<file path="config.mk">
export PLATFORM = sky130hd
export DESIGN_NAME = mdgr_regs
export DESIGN_NICKNAME = d
export VERILOG_FILES = /design/src/mdgr_pkg.sv /design/src/mdgr_regs.sv
export SDC_FILE = /design/constraint.sdc
export NUM_CORES = 1
export LEC_CHECK = 0
export BUFFER_PORTS_ARGS = -buffer_cell sky130_fd_sc_hd__buf_2
export CORE_MARGIN = 3
export CORE_UTILIZATION = 30
export DETAILED_ROUTE_END_ITERATION = 7
export PLACE_DENSITY_LB_ADDON = 0.12
export SYNTH_ARGS = -nofsm -noshare
export SYNTH_HDL_FRONTEND = slang
export SYNTH_SLANG_ARGS = --single-unit
</file>
<file path="constraint.sdc">
create_clock -name sys_clk_in -period 3.8 [get_ports sys_clk_in]
set_input_delay 0.38 -clock sys_clk_in [delete_from_list [all_inputs] [get_ports sys_clk_in]]
set_output_delay 0.38 -clock sys_clk_in [all_outputs]
set_load 0.02 [all_outputs]
</file>
<file path="src/mdgr_pkg.sv">
// Package: offsets, field layouts, reset values and carriers of the monitor register bank
package mdgr_pkg;

  // ----------------------------------------
  // Register offsets
  // ----------------------------------------
  localparam logic [7:0] ADDR_ADC_RESULT_FIRST = 8'h23;
  localparam logic [7:0] ADDR_ADC_RESULT_LAST = 8'h32;
  localparam logic [7:0] ADDR_DAC_CODE_FIRST = 8'h33;
  localparam logic [7:0] ADDR_DAC_CODE_LAST = 8'h3e;
  localparam logic [7:0] ADDR_DAC_CLEAR_FIRST = 8'h3f;
  localparam logic [7:0] ADDR_DAC_CLEAR_LAST = 8'h4a;
  localparam logic [7:0] ADDR_OPEN_DRAIN_IO = 8'h4b;
  localparam logic [7:0] ADDR_DEVICE_CONFIG_ZERO = 8'h4c;

  // ----------------------------------------
  // Field layouts and widths
  // ----------------------------------------
  localparam int DATA_W = 16;
  localparam int CODE_W = 12;
  localparam int IO_W = 8;
  localparam int ADC_CH = 16;
  localparam int DAC_CH = 12;
  localparam int CONV_DONE_BIT = 7;
  localparam int DIODE_ONE_LO_BIT = 4;
  localparam int DIODE_TWO_LO_BIT = 6;
  localparam logic [3:0] DIFF_PAIR_ZERO_ONE_CH = 4'h0;
  localparam logic [3:0] DIFF_PAIR_TWO_THREE_CH = 4'h2;
  // Writable config bits; 15:14, 8, 6, 5, 4 read zero, bit 7 is the flag
  localparam logic [15:0] CONFIG_ZERO_WMASK = 16'h3e0f;

  // ----------------------------------------
  // Reset values
  // ----------------------------------------
  localparam logic [15:0] CONFIG_ZERO_RESET = 16'h2000;
  localparam logic [11:0] DAC_CODE_RESET = 12'h000;
  localparam logic [11:0] DAC_CLEAR_RESET = 12'h000;
  localparam logic [11:0] ADC_RESULT_RESET = 12'h000;
  localparam logic [7:0] OPEN_DRAIN_IO_RESET = 8'hff;

  // ----------------------------------------
  // Carriers
  // ----------------------------------------
  typedef struct packed {
    logic wr;
    logic rd;
    logic [7:0] addr;
    logic [15:0] wdata;
  } mdgr_req_s;

  typedef struct packed {
    logic valid;
    logic diff;
    logic [3:0] chan;
    logic [11:0] code;
  } mdgr_conv_s;

endpackage

</file>
<file path="src/mdgr_regs.sv">
// Register bank: result, output code, clear value, open-drain I/O and config 0
// Notes on behaviour
// Sixteen read-only results, upper four bits zero
// Channel n result lands in result n
// Single-ended straight binary; pairs 0/1, 2/3 twos complement
// Twelve output code registers, reset zero, 12 bits
// Clear-value registers loaded into latch on clear
// I/O bit one releases pin, zero drives low
// I/O read returns live pin levels
// All I/O bits one after any reset
// Diode one enabled ignores I/O bits 4, 5
// Diode two enabled ignores I/O bits 6, 7
// Config 0 resets 2000h, bits 15:14 zero
// Diode enable inputs select ignored I/O pins
// Result read, new start, or zero write clear flag
// Result updated as one whole word
// Writes to result registers have no effect
module mdgr_regs
  import mdgr_pkg::*;
(
  input wire logic sys_clk_in,
  input wire logic srst_in,
  input wire mdgr_req_s req_in,
  output logic [15:0] rd_data_out,
  output logic rd_valid_out,
  input wire mdgr_conv_s conv_in,
  input wire logic conv_start_in,
  input wire logic conv_done_in,
  input wire logic remote_diode_one_enable_in,
  input wire logic remote_diode_two_enable_in,
  input wire logic [11:0] dac_load_in,
  input wire logic [11:0] dac_clear_in,
  output logic [11:0][11:0] dac_latch_out,
  input wire logic [7:0] io_pin_in,
  output logic [7:0] io_pin_out,
  output logic [7:0] io_pin_oe_n_out,
  output logic conversion_done_flag_out
);

  // ----------------------------------------
  // Storage
  // ----------------------------------------
  logic [CODE_W-1:0] adc_result [ADC_CH];
  logic [CODE_W-1:0] dac_code [DAC_CH];
  logic [CODE_W-1:0] dac_clear_code [DAC_CH];
  logic [IO_W-1:0] open_drain_io;
  logic [DATA_W-1:0] device_config_zero;
  logic conversion_done_flag;
  logic [IO_W-1:0] pin_meta;
  logic [IO_W-1:0] pin_sync;

  // ----------------------------------------
  // Address decode
  // ----------------------------------------
  logic hit_adc;
  logic hit_dac;
  logic hit_clr;
  logic [7:0] adc_off;
  logic [7:0] dac_off;
  logic [7:0] clr_off;
  logic [3:0] adc_idx;
  logic [3:0] dac_idx;
  logic [3:0] clr_idx;
  logic [IO_W-1:0] ignore_mask;
  logic [CODE_W-1:0] next_result;

  assign hit_adc = req_in.addr >= ADDR_ADC_RESULT_FIRST && req_in.addr <= ADDR_ADC_RESULT_LAST;
  assign hit_dac = req_in.addr >= ADDR_DAC_CODE_FIRST && req_in.addr <= ADDR_DAC_CODE_LAST;
  assign hit_clr = req_in.addr >= ADDR_DAC_CLEAR_FIRST && req_in.addr <= ADDR_DAC_CLEAR_LAST;
  assign adc_off = req_in.addr - ADDR_ADC_RESULT_FIRST;
  assign dac_off = req_in.addr - ADDR_DAC_CODE_FIRST;
  assign clr_off = req_in.addr - ADDR_DAC_CLEAR_FIRST;
  assign adc_idx = adc_off[3:0];
  assign dac_idx = dac_off[3:0];
  assign clr_idx = clr_off[3:0];

  // ----------------------------------------
  // Conversion results
  // ----------------------------------------
  always_comb begin
    next_result = conv_in.code;
    if (conv_in.diff && (conv_in.chan == DIFF_PAIR_ZERO_ONE_CH ||
        conv_in.chan == DIFF_PAIR_TWO_THREE_CH)) begin
      // Offset binary to twos complement
      next_result = {~conv_in.code[CODE_W-1], conv_in.code[CODE_W-2:0]};
    end
  end

  // Host writes never reach these
  always_ff @(posedge sys_clk_in) begin
    if (srst_in) begin
      for (int i = 0; i < ADC_CH; i++) begin
        adc_result[i] <= ADC_RESULT_RESET;
      end
    end else if (conv_in.valid) begin
      adc_result[conv_in.chan] <= next_result;
    end
  end

  // ----------------------------------------
  // Output code and clear-value registers
  // ----------------------------------------
  always_ff @(posedge sys_clk_in) begin
    if (srst_in) begin
      for (int i = 0; i < DAC_CH; i++) begin
        dac_code[i] <= DAC_CODE_RESET;
        dac_clear_code[i] <= DAC_CLEAR_RESET;
      end
    end else if (req_in.wr) begin
      if (hit_dac) begin
        dac_code[dac_idx] <= req_in.wdata[CODE_W-1:0];
      end
      if (hit_clr) begin
        dac_clear_code[clr_idx] <= req_in.wdata[CODE_W-1:0];
      end
    end
  end

  // Latch: clear wins over load
  always_ff @(posedge sys_clk_in) begin
    if (srst_in) begin
      for (int i = 0; i < DAC_CH; i++) begin
        dac_latch_out[i] <= DAC_CODE_RESET;
      end
    end else begin
      for (int i = 0; i < DAC_CH; i++) begin
        if (dac_clear_in[i]) begin
          dac_latch_out[i] <= dac_clear_code[i];
        end else if (dac_load_in[i]) begin
          dac_latch_out[i] <= dac_code[i];
        end
      end
    end
  end

  // ----------------------------------------
  // Open-drain I/O
  // ----------------------------------------
  always_ff @(posedge sys_clk_in) begin
    if (srst_in) begin
      open_drain_io <= OPEN_DRAIN_IO_RESET;
    end else if (req_in.wr && req_in.addr == ADDR_OPEN_DRAIN_IO) begin
      open_drain_io <= req_in.wdata[IO_W-1:0];
    end
  end

  always_comb begin
    ignore_mask = '0;
    if (remote_diode_one_enable_in) begin
      ignore_mask[DIODE_ONE_LO_BIT +: 2] = 2'h3;
    end
    if (remote_diode_two_enable_in) begin
      ignore_mask[DIODE_TWO_LO_BIT +: 2] = 2'h3;
    end
  end

  assign io_pin_out = '0;
  assign io_pin_oe_n_out = open_drain_io | ignore_mask;

  always_ff @(posedge sys_clk_in) begin
    if (srst_in) begin
      // Idle level of the pulled-up pins, so no false low after reset
      pin_meta <= '1;
      pin_sync <= '1;
    end else begin
      pin_meta <= io_pin_in;
      pin_sync <= pin_meta;
    end
  end

  // ----------------------------------------
  // Config 0 and conversion-done flag
  // ----------------------------------------
  always_ff @(posedge sys_clk_in) begin
    if (srst_in) begin
      device_config_zero <= CONFIG_ZERO_RESET;
    end else if (req_in.wr && req_in.addr == ADDR_DEVICE_CONFIG_ZERO) begin
      device_config_zero <= req_in.wdata & CONFIG_ZERO_WMASK;
    end
  end

  // Set wins over every clear
  always_ff @(posedge sys_clk_in) begin
    if (srst_in) begin
      conversion_done_flag <= 1'b0;
    end else if (conv_done_in) begin
      conversion_done_flag <= 1'b1;
    end else if (conv_start_in || (req_in.rd && hit_adc) ||
                 (req_in.wr && req_in.addr == ADDR_DEVICE_CONFIG_ZERO &&
                  !req_in.wdata[CONV_DONE_BIT])) begin
      conversion_done_flag <= 1'b0;
    end
  end

  assign conversion_done_flag_out = conversion_done_flag;

  // ----------------------------------------
  // Read path
  // ----------------------------------------
  always_ff @(posedge sys_clk_in) begin
    if (srst_in) begin
      rd_data_out <= '0;
      rd_valid_out <= 1'b0;
    end else begin
      rd_valid_out <= req_in.rd;
      rd_data_out <= '0;
      if (req_in.rd) begin
        if (hit_adc) begin
          rd_data_out <= {4'h0, adc_result[adc_idx]};
        end else if (hit_dac) begin
          rd_data_out <= {4'h0, dac_code[dac_idx]};
        end else if (hit_clr) begin
          rd_data_out <= {4'h0, dac_clear_code[clr_idx]};
        end else if (req_in.addr == ADDR_OPEN_DRAIN_IO) begin
          rd_data_out <= {8'h00, pin_sync};
        end else if (req_in.addr == ADDR_DEVICE_CONFIG_ZERO) begin
          rd_data_out <= device_config_zero |
                         (16'(conversion_done_flag) << CONV_DONE_BIT);
        end
      end
    end
  end

endmodule

</file>
==> results.cfg, run 1 <==
[setup_path]
cp_num_buf_inv = 1
r2r_cells = 4
crit_required_ns = 4.11
end_kind = flop
crit_family = simple AND/OR/NAND/NOR gates
cp_data_arrival_time_ns = 3.12
worst-path-stages = 6
crit_slowest_cell = nor2_1
reg2reg_slack_ns = 1.61
crit_chain = buf_2 -> ha_1 -> xor2_2 -> nand3_1 -> nor2_1 -> or2_2
critPathLaunchType = primary input
slowest_delay_ns = 0.73
crit_type = in -> reg
critPathMaxFanout = 13
r2r-end = rd_data_out[7]
r2r-start = dac_code[3][7]

[yosys]
synthArstFlopShare_pct = 0
synth_warnings = 0
ys.flop_type = edfxtp_1
synth.distinct_cells = 56
avgSynthCellArea_um2 = 13.5
synth.ff_latch_count = 769
ys_top_cells_by_count = edfxtp_1 (576), and2_1 (466), nor2_1 (345)
syn_area_mm2 = 0.0343
yosys-top-cells-area = edfxtp_1 (50%), dfxtp_1 (11%), mux4_2 (11%), and2_1 (8.5%), mux2i_1 (4.4%)
syn_inst = 2546
synth-edff-count = 576
ys_seq_area_share_pct = 61.7
synth_top_area_share_pct = 50.4
synth.largest_area_cell = edfxtp_1
synth.most_common_cell = edfxtp_1

[floorplanning]
core_region_area_mm2 = 0.113
rows = 123
dieArea_mm2 = 0.118
ios = 260
die-width_um = 344
die_h_um = 344
start_util_pct = 30.4

[finish]
fin_area_mm2 = 0.0403
fin_util_pct = 35.6
fillers = 10909
multi_input_comb_area_mm2 = 0.0122
nets = 2864
final_layout_size_suffix_gt1_share_pct = 24.4
regArea_mm2 = 0.0212
area_growth_pct = 17.3

[clock_tree]
insertion_delay_ns = 0.66
post_cts_resized = 0
path_clk_slew_ns = 0.06
post-cts-setup-buffers = 0
cts_buffer_depth = 3
htreeDepth = 3
cts_tree = built
holdBufCountCts = 12
cts_buffers = 91
cts_sinks = 769
root_buffer = clkbuf_16

[timing]
hold_viol = 0
fin_skew_ns = 0.0211
fin_crit_ns = 2.81
drv_slew = 0
tns_ns = 0
rsz0062_at_grt = no
setup_violations = 0
timing.fmax_ghz = 0.356
slew_headroom_pct = 20.6
period_share_pct = 73.9
worstMarginPinSlew_ns = 1.19

[grt]
grt_overflow = 0
grt_first_pass_wirelength_um = 168000
antenna_found_initial = 17
grt_pass1_vias = 21348
track_usage_pct = 20.2
grt_max_degree = 96

[power_and_ir_drop]
p_leak_nw = 14.9
fin_total_pwr_mw = 20.6
vdd_drop_max_mv = 0.331
p_per_area_mw_per_mm2 = 511

[drt]
drtIter0Drc = 2044
ant_nets = 0
met3WireLength_um = 7910
vias = 21827
dr_wl_met2_um = 56400
m1WireLength_um = 54400
via_per_inst = 5.01
firstDrtPassIters = 5
drcViolationCount = 0
top_layer = met5
drt-wirelength-per-cell_um = 27.7
wl_um = 121000

[placement]
post_dp_cell_area_mm2 = 0.0372
dpl.hpwl_um = 86300
portBuffers = 247
gp_congestion = 0.889

[worst_hold_path]
hp-start = srst_in
holdPathEnd = device_config_zero[12]
worstHoldPathType = in -> reg
min_path_cells = 2

[status]
status = finished, final reports clean

[flow_run]
cap_violations = 0
[logic make-up after synthesis]
group | share of synthesized area, %
buffers and inverters | 3.02
AO/OA/AOI/OAI | 3.89
other | 0.0109
flip-flops | 61.7
multiplexers | 15.7
XOR/XNOR | 0.219
adder cells (fa/ha/maj) | 0.219
AND/OR/NAND/NOR | 15.3
[power by group]
group / internal, mW / switching [mW] / total (mW) / leakage (nW)
combinational: 0.792 / 1.33 / 2.13 / 6.43
clock: 5.17 / 3.56 / 8.72 / 1.46
sequential: 9.42 / 0.308 / 9.72 / 7.02
total: 15.4 / 5.20 / 20.6 / 14.9
[cell type report]
type	count	share of cell area [%]
Antenna cell	7	0.0435
Clock buffer	133	6.46
Clock inverter	37	0.923
Inverter	5	0.0466
Multi-Input combinational cell	1573	30.3
Sequential cell	769	52.6
Tap cell	1500	4.66
Timing Repair Buffer	336	5.06
[registers in the layout, indices dropped and copies added (netlist names)]
signal                    count
device_config_zero            9
dac_clear_code              192
adc_result                  192
pin_sync                      8
rd_data_out                  14
conversion_done_flag_out      1
rd_valid_out                  1
pin_meta                      8
dac_latch_out               144
dac_code                    192
open_drain_io                 8
[layout by cell type (no fill, tap or decap), drive strengths merged, types with 3 or more instances in the layout]
master and n:
nor3 25, nor4 4, or2 60, nor2 346, mux2i 150, o31ai 6
bufinv 6, a31oi 3, nand3b 3, o221ai 4, a21oi 159, buf 323
a211oi 3, edfxtp 576, o22ai 6, ha 6, and2 466, diode 7
nor2b 13, xnor2 4, a221oi 13, mux4 170, and3 5, conb 10
a32o 5, o21ai 8, nand3 27, inv 9, nand2b 9, dfxtp 193
mux2 3, clkbuf 134, nand2 40, clkinv 26, dlygate4sd3 12, a211o 9
[worst max path at each step]
stage                       endpoint  slack (ns)  startpoint
floorplan            rd_data_out[10]        0.52  req_in[16]
CTS                 dac_code[10][10]        1.09  req_in[17]
global placement      rd_data_out[1]        0.45  req_in[17]
global route         dac_code[10][8]        0.80  req_in[17]
detailed placement   dac_code[10][4]        0.38  req_in[17]
finish              dac_code[10][10]        0.99  req_in[17]
[stage by stage]
| step | setup slack [ns] | std cells | hold slack [ns] |
|---|---|---|---|
| global route | 0.795 | 4354 | 0.102 |
| detailed placement | 0.381 | 4171 | 0.403 |
| finish | 0.992 | 4360 | 0.103 |
| CTS | 1.09 | 4353 | 0.0529 |
| floorplan | 0.519 | 2555 | 0.389 |
| global placement | 0.450 | 4171 | 0.401 |
[routing by layer]
layer / vias to the layer above / global-route usage (%)
li1: 9671 / -
met1: 11323 / 28.8
met2: 702 / 32.2
met3: 121 / 3.80
met4: 10 / 4.04
met5: - / 0
(Power assumes the default switching activity.)
==> run 2: changes to the inputs <==
--- a/config.mk
+++ b/config.mk
@@ -5,6 +5,7 @@
 export SDC_FILE = /design/constraint.sdc
 export NUM_CORES = 1
 export LEC_CHECK = 0
+export ABC_AREA = 1
 export BUFFER_PORTS_ARGS = -buffer_cell sky130_fd_sc_hd__buf_2
 export CORE_MARGIN = 3
 export CORE_UTILIZATION = 30
==> constraint.sdc (replaced) <==
create_clock -name sys_clk_in -period 2.3 [get_ports sys_clk_in]
set_input_delay 0.23 -clock sys_clk_in [delete_from_list [all_inputs] [get_ports sys_clk_in]]
set_output_delay 0.23 -clock sys_clk_in [all_outputs]
set_load 0.02 [all_outputs]
==> run 2 against run 1 <==
  * Combinational power grew 110%
  * Flip-flop and latch count is the same
  * Largest power group unchanged
  * Final area up 5.4%
  * Highest routed layer unchanged
  * Synthesized cell count is 43% higher
==> results.cfg, run 2 <==
[status]
status = finished, final reports clean

[power_and_ir_drop]
internal_power_mw = 25.7
power.switching_mw = 9.43
power.share.clock_pct = 41.8
p_leak_nw = 17.6
comb_power_share_pct = 12.7
fin_total_pwr_mw = 35.2
p_per_area_mw_per_mm2 = 829
p_sw_share_pct = 26.8
p_seq_share_pct = 45.5
vdd_drop_max_mv = 0.527

[yosys]
synth.largest_area_cell = edfxtp_1
synth-edff-count = 576
synthArstFlopShare_pct = 0
yosys-top-cells-area = edfxtp_1 (51%), dfxtp_1 (11%), nand2_1 (8.2%), nor2_1 (7.9%), o221ai_1 (3.7%)
avgSynthCellArea_um2 = 9.36
syn_area_mm2 = 0.0340
synth.distinct_cells = 36
synth_warnings = 0
synth.ff_latch_count = 769
ys_top_cells_by_count = nand2_1 (741), nor2_1 (718), edfxtp_1 (576)
syn_inst = 3629
ys.flop_type = edfxtp_1
synth_top_area_share_pct = 50.9
ys_seq_area_share_pct = 62.3
synth.most_common_cell = nand2_1

[clock_tree]
insertion_delay_ns = 0.68
root_buffer = clkbuf_16
path_clk_slew_ns = 0.06
cts_tree = built
cts_buffer_depth = 3
post-cts-setup-buffers = 0
cts_sinks = 769
htreeDepth = 3
cts_buffers = 91

[drt]
via_per_inst = 4.95
drtIter0Drc = 2712
ant_nets = 0
drt-wirelength-per-cell_um = 23.2
firstDrtPassIters = 7
vias = 27753
wl_um = 130000
drcViolationCount = 0

[grt]
grt_use_met1_pct = 30.6
globalRoute.busiestLayer = met2
grt_use_met2_pct = 34.1
antenna_found_initial = 8
grt_first_pass_wirelength_um = 187000
grt_pass1_vias = 26731
grt_max_degree = 69
grtUsageMet3_pct = 3.95
track_usage_pct = 21.7
grt_overflow = 0

[setup_path]
critPathMaxFanout = 15
critPathLaunchType = primary input
r2r-start = dac_code[10][7]
r2r_cells = 8
crit_required_ns = 2.84
r2r-end = rd_data_out[7]
crit_path_start = req_in[21]
setup.worst_path.end = conversion_done_flag_out
crit_type = in -> reg
end_kind = flop
cp_data_arrival_time_ns = 2.58
reg2reg_slack_ns = 0.41

[timing]
setup_violations = 0
worstMarginPinSlew_ns = 0.873
rsz0062_at_grt = no
fin_skew_ns = 0.0309
fin_crit_ns = 2.03
drv_slew = 0
slew_headroom_pct = 41.6
timing.fmax_ghz = 0.492
hold_viol = 0
period_share_pct = 88.5
whs_ns = 0.0287

[finish]
final_common_cell = nand2_1
multi_input_comb_area_mm2 = 0.0107
nets = 4119
regArea_mm2 = 0.0212
fillers = 11360
final_layout_size_suffix_gt1_share_pct = 17.8
reg.largest.list = adc_result (192), dac_clear_code (192), dac_code (192)
layout_common_cells = nand2_1 (735), nor2_1 (718), edfxtp_1 (576), inv_1 (275), buf_2 (246)
area_growth_pct = 24.9

[floorplanning]
rows = 122
die-width_um = 343
ios = 260
start_util_pct = 30.4
core_region_area_mm2 = 0.112
dieArea_mm2 = 0.117
die_h_um = 343

[placement]
portBuffers = 247
gp_congestion = 0.900
dpl.hpwl_um = 91400

[worst_hold_path]
worstHoldPathType = in -> reg

[flow_run]
cap_violations = 0
-- run 2: cell count changes after synthesis, sizes merged, moves of 140 or more --
cell	change
mux4	-170
o21ai	+188
nor2	+381
and2	-466
nand2	+703
mux2i	-150
o221ai	+140
inv	+275
-- run 2: power by group through the flow --
stage	sequential, mW	clock, mW	combinational (mW)
after floorplan	16.4	0	2.02
after global placement	16.3	0	4.40
after detailed placement	16.3	0	4.40
after CTS	16.0	15.0	4.50
after global routing	16.1	15.5	4.84
final	16.0	14.7	4.48
-- run 2: area by class of cell --
| class | count | area share [%] |
|---|---|---|
| Tap cell | 1488 | 4.39 |
| Inverter | 293 | 2.63 |
| Clock buffer | 128 | 6.13 |
| Multi-Input combinational cell | 2294 | 25.1 |
| Timing Repair Buffer | 582 | 10.8 |
| Sequential cell | 769 | 49.9 |
| Clock inverter | 42 | 1.01 |
| Antenna cell | 6 | 0.0354 |
-- run 2: logic make-up after synthesis --
group           share of synthesized area, %
flops                                   62.3
xor+xnor                              0.0479
buf+inv                                 6.65
other cells                           0.0110
compound gates                          11.0
fa+ha+maj                              0.221
simple gates                            19.8
-- run 2: critical path: stages --
cell           delay (ns)
buf_2                0.15
or2_1                0.28
nor2_4               0.10
buf_4                0.15
nand2_1              0.27
nor2_1               0.35
buf_4                0.26
nand2_1              0.07
nand4_1              0.09
a21oi_1              0.06
dlygate4sd3_1        0.55
-- run 2: worst min-delay path by stage --
stage / startpoint / end / slack, ns / cells after the start
final: srst_in / pin_meta[1] / 0.03 / 2
after global routing: srst_in / pin_meta[1] / 0.04 / 2
after CTS: srst_in / pin_sync[6] / 0.02 / 2
after detailed placement: pin_meta[2] / pin_sync[2] / 0.40 / 1
after global placement: pin_meta[7] / pin_sync[7] / 0.39 / 1
after floorplan: req_in[0] / dac_clear_code[12][0] / 0.33 / 0
-- run 2: what timing repair did --
item                                   in CTS  in global routing
resized for setup                           0                  0
endpoints found under the hold margin     251                  0
hold buffers                               59                  0
-- run 2: routing by layer --
metal	wire, um	vias up	part of all wire (%)
li1	-	13145	-
met1	57900	13432	45
met2	59500	1006	46
met3	8850	168	6.8
met4	3630	2	2.8
met5	13	-	0.010
-- run 2: per-stage QoR --
step	setup TNS, ns	std cells	cell area (um2)	utilization (%)	setup slack (ns)
6_report	0	5602	42400	38.0	0.265
5_1_grt	0	5597	42400	38.0	0.142
4_1_cts	0	5596	42400	38.0	0.256
3_5_place_dp	-19.35	5367	38800	34.8	-0.236
3_3_place_gp	-19.31	5367	38800	34.8	-0.226
2_1_floorplan	-26.58	3638	34100	-	-0.319
